===== config.mk =====
export PLATFORM = sky130hd
export DESIGN_NAME = ssms_core
export DESIGN_NICKNAME = d
export VERILOG_FILES = /design/src/ssms_pkg.sv /design/src/ssms_core.sv
export SDC_FILE = /design/constraint.sdc
export NUM_CORES = 1
export LEC_CHECK = 0
export ABC_AREA = 1
export BUFFER_PORTS_ARGS = -buffer_cell sky130_fd_sc_hd__buf_2
export CAP_MARGIN = 10
export CELL_PAD_IN_SITES_DETAIL_PLACEMENT = 0
export CELL_PAD_IN_SITES_GLOBAL_PLACEMENT = 1
export CORE_ASPECT_RATIO = 0.9
export CORE_MARGIN = 5
export CORE_UTILIZATION = 39
export DETAILED_ROUTE_END_ITERATION = 6
export PLACE_DENSITY = 0.82
export SYNTH_ARGS = -nofsm -noshare
export SYNTH_HDL_FRONTEND = slang
export SYNTH_SLANG_ARGS = --single-unit

===== constraint.sdc =====
create_clock -name clk_i -period 5.9 [get_ports clk_i]
set_input_delay 1.18 -clock clk_i [delete_from_list [all_inputs] [get_ports clk_i]]
set_output_delay 1.18 -clock clk_i [all_outputs]
set_load 0.05 [all_outputs]

===== src/ssms_pkg.sv =====
// Package for the synchronous serial master/slave transceiver block.
// Assumes a classic Wishbone slave with 32-bit data, byte addresses.
package ssms_pkg;
	// Register byte offsets
	localparam logic [4:0] ADDR_TX_CTL = 5'h00;
	localparam logic [4:0] ADDR_RX_CTL = 5'h04;
	localparam logic [4:0] ADDR_BAUD_CTL = 5'h08;
	localparam logic [4:0] ADDR_DIV_LOW = 5'h0C;
	localparam logic [4:0] ADDR_DIV_HIGH = 5'h10;
	localparam logic [4:0] ADDR_RX_DATA = 5'h14;
	localparam logic [4:0] ADDR_TX_DATA = 5'h18;
	localparam logic [4:0] ADDR_IRQ_CTL = 5'h1C;
	// transmit_status_control fields
	localparam int TX_MCS = 7;
	localparam int TX_N9 = 6;
	localparam int TX_EN = 5;
	localparam int TX_SYNC = 4;
	localparam int TX_HS = 2;
	localparam int TX_IDLE = 1;
	localparam int TX_D9 = 0;
	// receive_status_control fields
	localparam int RX_SPE = 7;
	localparam int RX_N9 = 6;
	localparam int RX_SRE = 5;
	localparam int RX_CRE = 4;
	localparam int RX_ADE = 3;
	localparam int RX_FE = 2;
	localparam int RX_OE = 1;
	localparam int RX_D9 = 0;
	// baud_control fields
	localparam int BC_WIDE = 3;
	// irq control fields (enables and flags)
	localparam int IC_RIE = 0;
	localparam int IC_TIE = 1;
	localparam int IC_PIE = 2;
	localparam int IC_GIE = 3;
	localparam int IC_SLEEP = 4;
	localparam int IC_RIF = 5;
	localparam int IC_TIF = 6;
	// Reset values
	localparam logic [7:0] RST_TX_CTL = 8'h02;
	localparam logic [7:0] RST_RX_CTL = 8'h00;
	localparam logic [7:0] RST_BAUD = 8'h00;
	localparam logic [7:0] RST_DIV = 8'h00;
	localparam logic [4:0] RST_IRQ = 5'h00;
endpackage : ssms_pkg


===== src/ssms_core.sv =====
// Synchronous half-duplex serial transceiver: master receive/transmit
// and slave receive/transmit on a shared clock pin and data pin.
// Assumes a classic Wishbone master and an external peer on the pins.
//
// Chosen here: the Wishbone slave port and the register offsets.
module ssms_core (
	input wire logic clk_i,
	input wire logic rst_i,
	input wire logic cyc_i,
	input wire logic stb_i,
	input wire logic we_i,
	input wire logic [4:0] adr_i,
	input wire logic [3:0] sel_i,
	input wire logic [31:0] dat_i,
	output logic [31:0] dat_o,
	output logic ack_o,
	input wire logic ck_i,
	output logic ck_o,
	output logic ck_oe_n_o,
	input wire logic dt_i,
	output logic dt_o,
	output logic dt_oe_n_o,
	output logic rx_irq_o,
	output logic tx_irq_o,
	output logic wake_o,
	output logic vector_o
);
	// The receive status byte joins software-written control bits with
	// flags that only the receiver owns, so each has a single driver
	logic [7:0] tx_ctl;
	logic [7:3] rx_ctl;
	logic [7:0] rx_stat;
	logic oe_flag;
	logic d9_flag;
	logic fe_flag;
	logic q_push;
	logic q_pop;
	logic q_full;
	logic q_empty;
	logic [15:0] div_eff;
	logic [7:0] baud;
	logic [15:0] divider;
	logic [4:0] irq_ctl;
	logic wr;
	logic rd;
	logic spe;
	logic sync_mode;
	logic master;
	logic slave;
	logic port_rst;
	logic [1:0] ck_sync;
	logic [1:0] dt_sync;
	logic ck_prev;
	logic lead_edge;
	logic trail_edge;
	logic [15:0] brg_cnt;
	logic brg_tick;
	logic ck_int;
	logic rx_mode;
	logic [8:0] rx_shift;
	logic [3:0] rx_cnt;
	logic [3:0] nbits_rx;
	logic [3:0] nbits_tx;
	logic [8:0] q_data [0:1];
	logic [1:0] q_cnt;
	logic q_rd_ptr;
	logic q_wr_ptr;
	logic rx_done;
	logic overrun;
	logic [7:0] tx_hold;
	logic tx_hold_d9;
	logic tx_hold_full;
	logic [8:0] tx_shift;
	logic [3:0] tx_cnt;
	logic tx_busy;
	logic tx_flag;
	logic rx_flag;
	logic master_run;

	assign wr = cyc_i && stb_i && we_i && sel_i[0] && !ack_o;
	assign rd = cyc_i && stb_i && !we_i && !ack_o;
	assign rx_stat = {rx_ctl, fe_flag, oe_flag, d9_flag};
	assign spe = rx_stat[ssms_pkg::RX_SPE];
	assign sync_mode = tx_ctl[ssms_pkg::TX_SYNC];
	assign master = sync_mode && spe && tx_ctl[ssms_pkg::TX_MCS];
	assign slave = sync_mode && spe && !tx_ctl[ssms_pkg::TX_MCS];
	assign port_rst = rst_i || !spe;
	// slave takes receive mode when either enable is set; it shifts in only with RX_CRE set
	assign rx_mode = slave ? (rx_stat[ssms_pkg::RX_SRE] ||
		rx_stat[ssms_pkg::RX_CRE]) : master_run;
	assign master_run = master && !overrun &&
		(rx_stat[ssms_pkg::RX_SRE] || rx_stat[ssms_pkg::RX_CRE]);
	assign nbits_rx = rx_stat[ssms_pkg::RX_N9] ? 4'h9 : 4'h8;
	assign nbits_tx = tx_ctl[ssms_pkg::TX_N9] ? 4'h9 : 4'h8;

	// Queue bookkeeping shared by the queue and the overrun flag
	assign q_full = q_cnt == 2'h2;
	assign q_empty = q_cnt == 2'h0;
	assign q_push = rx_done && !q_full;
	assign q_pop = rd && adr_i == ssms_pkg::ADDR_RX_DATA && !q_empty;

	// without the wide-divider select only the low byte counts
	assign div_eff = baud[ssms_pkg::BC_WIDE] ? divider :
		{8'h00, divider[7:0]};

	always_ff @(posedge clk_i) begin
		if (rst_i) begin
			ack_o <= 1'b0;
		end else begin
			ack_o <= cyc_i && stb_i && !ack_o;
		end
	end

	// Two-flop synchronisers; only the second stage feeds logic
	always_ff @(posedge clk_i) begin
		if (rst_i) begin
			ck_sync <= 2'h0;
			dt_sync <= 2'h0;
			ck_prev <= 1'b0;
		end else begin
			ck_sync <= {ck_sync[0], ck_i};
			dt_sync <= {dt_sync[0], dt_i};
			ck_prev <= ck_sync[1];
		end
	end

	// Baud generator: internal clock toggles each divider+1 cycles
	always_ff @(posedge clk_i) begin
		if (port_rst || !(master_run || tx_busy) || !master) begin
			brg_cnt <= 16'h0000;
			brg_tick <= 1'b0;
			ck_int <= 1'b0;
		end else if (brg_cnt >= div_eff) begin
			brg_cnt <= 16'h0000;
			brg_tick <= 1'b1;
			ck_int <= !ck_int;
		end else begin
			brg_cnt <= brg_cnt + 16'h0001;
			brg_tick <= 1'b0;
		end
	end

	// leading edge is rising clock, trailing is falling
	assign lead_edge = master ? (brg_tick && ck_int) :
		(slave && ck_sync[1] && !ck_prev);
	assign trail_edge = master ? (brg_tick && !ck_int) :
		(slave && !ck_sync[1] && ck_prev);

	always_ff @(posedge clk_i) begin
		if (rst_i) begin
			tx_ctl <= ssms_pkg::RST_TX_CTL;
			baud <= ssms_pkg::RST_BAUD;
			divider <= {ssms_pkg::RST_DIV, ssms_pkg::RST_DIV};
			irq_ctl <= ssms_pkg::RST_IRQ;
		end else if (wr) begin
			case (adr_i)
				ssms_pkg::ADDR_TX_CTL: begin
					// Idle bit is status only; software cannot fake it
					tx_ctl <= {dat_i[7:2], tx_ctl[1], dat_i[0]};
				end
				ssms_pkg::ADDR_BAUD_CTL: baud <= dat_i[7:0];
				ssms_pkg::ADDR_DIV_LOW: divider[7:0] <= dat_i[7:0];
				ssms_pkg::ADDR_DIV_HIGH: divider[15:8] <= dat_i[7:0];
				ssms_pkg::ADDR_IRQ_CTL: irq_ctl <= dat_i[4:0];
				default: begin
				end
			endcase
		end else begin
			tx_ctl[ssms_pkg::TX_IDLE] <= !tx_busy;
		end
	end

	// Receive status/control; single-receive self-clears after a character in master mode only
	always_ff @(posedge clk_i) begin
		if (rst_i) begin
			rx_ctl <= ssms_pkg::RST_RX_CTL[7:3];
		end else if (wr && adr_i == ssms_pkg::ADDR_RX_CTL) begin
			rx_ctl <= dat_i[7:3];
		end else if (rx_done && master) begin
			rx_ctl[ssms_pkg::RX_SRE] <= 1'b0;
		end
	end
	assign overrun = oe_flag;
	// Synchronous frames carry no stop bit, so no framing error can occur
	assign fe_flag = 1'b0;

	// overrun set on third character; cleared by dropping both cont and single enables
	always_ff @(posedge clk_i) begin
		if (port_rst || (!rx_stat[ssms_pkg::RX_CRE] &&
			!(master && rx_stat[ssms_pkg::RX_SRE]))) begin
			rx_shift <= 9'h000;
			rx_cnt <= 4'h0;
			rx_done <= 1'b0;
		end else begin
			rx_done <= 1'b0;
			if (rx_mode && !overrun && trail_edge) begin
				rx_shift <= {dt_sync[1], rx_shift[8:1]};
				if (rx_cnt + 4'h1 == nbits_rx) begin
					rx_cnt <= 4'h0;
					rx_done <= 1'b1;
				end else begin
					rx_cnt <= rx_cnt + 4'h1;
				end
			end
		end
	end

	// Two-entry receive queue; a full queue never takes a third character,
	// so stored characters survive an overrun
	always_ff @(posedge clk_i) begin
		if (port_rst) begin
			q_cnt <= 2'h0;
			q_rd_ptr <= 1'b0;
			q_wr_ptr <= 1'b0;
		end else begin
			if (q_push) begin
				q_data[q_wr_ptr] <= rx_stat[ssms_pkg::RX_N9] ?
					rx_shift : {1'b0, rx_shift[8:1]};
				q_wr_ptr <= !q_wr_ptr;
			end
			if (q_pop) begin
				q_rd_ptr <= !q_rd_ptr;
			end
			q_cnt <= q_cnt + 2'(q_push) - 2'(q_pop);
		end
	end

	// Overrun flag; a third character wins over a clear in the same cycle
	always_ff @(posedge clk_i) begin
		if (port_rst) begin
			oe_flag <= 1'b0;
		end else if (rx_done && q_full) begin
			oe_flag <= 1'b1;
		end else if (!rx_stat[ssms_pkg::RX_CRE] &&
			!rx_stat[ssms_pkg::RX_SRE]) begin
			oe_flag <= 1'b0;
		end
	end

	// Ninth bit follows the head of the queue, one cycle behind a pop
	always_ff @(posedge clk_i) begin
		if (port_rst) begin
			d9_flag <= 1'b0;
		end else begin
			d9_flag <= !q_empty && q_data[q_rd_ptr][8];
		end
	end
	assign rx_flag = !q_empty;

	// Transmit: hold register then shifter, shared by master and slave
	always_ff @(posedge clk_i) begin
		if (port_rst || !tx_ctl[ssms_pkg::TX_EN]) begin
			tx_hold <= 8'h00;
			tx_hold_d9 <= 1'b0;
			tx_hold_full <= 1'b0;
			tx_shift <= 9'h000;
			tx_cnt <= 4'h0;
			tx_busy <= 1'b0;
		end else begin
			if (wr && adr_i == ssms_pkg::ADDR_TX_DATA) begin
				tx_hold <= dat_i[7:0];
				tx_hold_d9 <= tx_ctl[ssms_pkg::TX_D9];
				tx_hold_full <= 1'b1;
			end else if (tx_hold_full && !tx_busy) begin
				// held word moves on in a later cycle than the flag is set, once the shifter is idle
				tx_shift <= {tx_hold_d9, tx_hold};
				tx_hold_full <= 1'b0;
				tx_busy <= 1'b1;
				tx_cnt <= 4'h0;
			end
			if (tx_busy && !rx_mode && trail_edge) begin
				tx_shift <= {1'b0, tx_shift[8:1]};
				if (tx_cnt + 4'h1 == nbits_tx) begin
					tx_busy <= 1'b0;
				end
				tx_cnt <= tx_cnt + 4'h1;
			end
		end
	end
	assign tx_flag = !tx_hold_full;

	// Data pin: driven on the leading edge for the next bit
	always_ff @(posedge clk_i) begin
		if (port_rst) begin
			dt_o <= 1'b0;
		end else if (lead_edge || !tx_busy) begin
			dt_o <= tx_shift[0];
		end
	end
	assign dt_oe_n_o = !(tx_busy && !rx_mode &&
		tx_ctl[ssms_pkg::TX_EN] && spe);
	always_ff @(posedge clk_i) begin
		if (port_rst) begin
			ck_o <= 1'b0;
		end else begin
			ck_o <= ck_int;
		end
	end
	assign ck_oe_n_o = !master;

	assign rx_irq_o = rx_flag && irq_ctl[ssms_pkg::IC_RIE];
	assign tx_irq_o = tx_flag && irq_ctl[ssms_pkg::IC_TIE] &&
		tx_ctl[ssms_pkg::TX_EN];
	assign wake_o = irq_ctl[ssms_pkg::IC_SLEEP] &&
		irq_ctl[ssms_pkg::IC_PIE] && (rx_irq_o || tx_irq_o);
	assign vector_o = irq_ctl[ssms_pkg::IC_GIE] &&
		irq_ctl[ssms_pkg::IC_PIE] && (rx_irq_o || tx_irq_o);

	always_ff @(posedge clk_i) begin
		if (rst_i) begin
			dat_o <= 32'h0000_0000;
		end else begin
			case (adr_i)
				ssms_pkg::ADDR_TX_CTL: dat_o <= {24'h000000, tx_ctl};
				ssms_pkg::ADDR_RX_CTL: dat_o <= {24'h000000, rx_stat};
				ssms_pkg::ADDR_BAUD_CTL: dat_o <= {24'h000000, baud};
				ssms_pkg::ADDR_DIV_LOW: dat_o <= {24'h000000, divider[7:0]};
				ssms_pkg::ADDR_DIV_HIGH: dat_o <= {24'h000000, divider[15:8]};
				ssms_pkg::ADDR_RX_DATA: dat_o <= {24'h000000,
					q_data[q_rd_ptr][7:0]};
				ssms_pkg::ADDR_IRQ_CTL: dat_o <= {25'h0, tx_flag,
					rx_flag, irq_ctl};
				default: dat_o <= 32'h0000_0000;
			endcase
		end
	end
endmodule : ssms_core


==> metrics.txt <==
Pleak ~2.9 nW; setup_tns 0 ps; Worst Path Arrival 3240 ps; Final min period 3120 ps; power per cell area roughly 300 nW/um^2; Yosys top cell area share 37.5%; top-count cell post-synth nand2_1; critical path's top delay family buffers and inverters; achievable frequency 320 MHz; worst slew margin relative to its limit 49.2%; first-pass GRT wire length roughly 25000 um; Max FO, Critical Path 42; post-CTS sizing 0; HPWL after DPL 11100 um; Max-Cap Viols 0; status complete, no violations; Final setup viols 0; crit share post-route a little over half; Max H-tree Level 4; area delta synth->final 13.5%; port bufs 37; cts hold-fix bufs 0; Fin Hold WS 401 ps; endpoints failing hold 0; most used cell, CP buf_2; Vias 5254; Hold Path Class flip-flop to flip-flop; flops & latches, synth around 140; total congestion overflow 0; largest area contributor in the netlist dfxtp_1; Post-CTS Setup Inserts 0; vias per cell between 4 and 5; initial DRC count roughly 350; register area share after synthesis roughly 46%; Routed Antenna Nets 0; Routed wire per std cell 14.0 um; DRC violations left 0; CORE AREA 16200 um^2; placer congestion estimate 0.853; starting density of the core 40.0%; Root Driver clkbuf_16; Inserted Diodes 0; synthesized area 6470 um^2; CP bufs+invs 3; CTS Buf Count 17; Clk Latency, worst-skew pair 420 ps; Die Ht 132 um; clock sinks ~140; CTS clk-pin slew, worst paths about 60 ps; # rows 44; 1st-pass router iterations 4; final net count 944; Post-synth EDFFs 18; IO Pins 89; share of cells above drive strength 1 9.92%; top post-synthesis cells by count nand2_1 (130), dfxtp_1 (121), inv_1 (119), nor2_1 (101), o21ai_0 (98); synth warn 0; CP endpoint kind flip-flop; Final Max Slew Viols 0; syn avg cell area 7.69 um^2; Worst Path Class, Setup input port to flip-flop; Layout Skew 12.2 ps; slowest CP cell nor3_1; RSZ-0062 raised after global routing no; largest net degree at the start of global routing 43; die area 19300 um^2; max incr delay on CP 560 ps; vias in the first global route 4794; top post-synthesis cells by area dfxtp_1 (37%), edfxtp_1 (8.4%), o21ai_0 (7.6%), nand2_1 (7.5%), a21oi_1 (7.0%); distinct cell type count after synthesis 37; CP Launch Type input port; Worst Max-Slew Pin Slew roughly 760 ps; WL final ~15000 um; Worst EP required approximately 6000 ps; Most used DFF post-synth dfxtp_1; Synth async-reset ratio 0%; initial antenna violation count 0; Die W 146 um; CTS tree done; Worst VDD drop roughly 0.00023 V; Filler Cell Count roughly 1700; Syn Inst Count about 840; crit path cell chain buf_2 > inv_2 > nand2_1 > nor3_1 > buf_2; clk buf depth 2; overall routing resource usage 16.0%
per-stage QoR:
stage	cell area [um^2]	setup slack (ps)	total power, mW	util, %	cells
global placement	6700	2030	1.05	41.4	1062
global route	7340	2530	2.23	45.3	1094
CTS	7330	2470	2.18	45.3	1093
finish	7340	2780	2.16	45.3	1094
floorplan	6550	2310	1.05	-	864
detailed placement	6700	2010	1.05	41.4	1062
layout by cell type, fill, tap and decap left out, types with 3 or more instances in the layout:
master and instances:
mux2_2 3, ha_1 21, nor2_1 101, inv_1 119
conb_1 24, nand3_1 22, buf_2 38, dfxtp_1 121
xor2_1 11, o21ai_0 98, a21oi_1 90, nor3_1 13
clkbuf_8 3, clkinv_2 3, edfxtp_1 18, xnor2_1 9
bufinv_16 3, nand2_1 130, nand4_1 4, clkbuf_16 18
o22ai_1 9, nor2_4 6
state kept, by name (all words and copies together) (netlist names), 9 cells and up, named ones only:
name and flops:
q_data 18, brg_cnt 16, divider 16, rx_shift 9
tx_shift 9
path summary, 6_finish.rpt:
| path | slack (ps) | from | end | depth (start not counted) |
|---|---|---|---|---|
| setup / recovery | 2780 | rst_i | q_data[1][2] | 5 |
| hold / removal | 400 | ck_sync[0] | ck_sync[1] | 2 |
| setup reg to reg | 3870 | baud[3] | brg_cnt[0] | 7 |
| hold reg to reg | 400 | ck_sync[0] | ck_sync[1] | 2 |
worst reg2reg max path: stages (launching register included):
cell	delay, ps
dfxtp_1	550
nand2_1	120
ha_1	320
a21oi_1	120
o21ai_0	90
nor2_1	340
nand3_4	240
nor2_1	160
cell families after synthesis:
family,after synthesis,synth area share (%)
AOI/OAI and AO/OA,203,16.3
xor gates and xnor gates,20,2.71
adders and majority gates,21,4.06
buffers and inverters,169,11.8
DFF,139,45.8
muxes,4,0.677
other,1,0.0580
and+or+nand+nor,284,18.6
cell type report:
type                    instances  area (um^2)  area share [%]
multi-input cells             556         2830            38.5
flip-flops and latches        139         2960            40.4
clock buffers                  21          492            6.70
well taps                     207          259            3.53
clock inverters                10          136            1.86
repair buffers                 40          205            2.80
inverters                     121          454            6.19
report_power, final:
| part | leakage [nW] | internal (mW) | switching (mW) |
|---|---|---|---|
| Combinational | 1.38 | 0.0110 | 0.0649 |
| Sequential | 1.18 | 0.958 | 0.000929 |
| Clock | 0.310 | 0.721 | 0.405 |
| Total | 2.87 | 1.69 | 0.471 |
routing by layer:
layer  up-vias  share of wire [%]  track usage [%]
met2       122                 44             23.8
li1       2731                  -                -
met1      2384                 50             22.8
met3        17                5.1             3.82
met5         -                  0                0
met4         0                1.3             5.39
(Power assumes the default switching activity.)
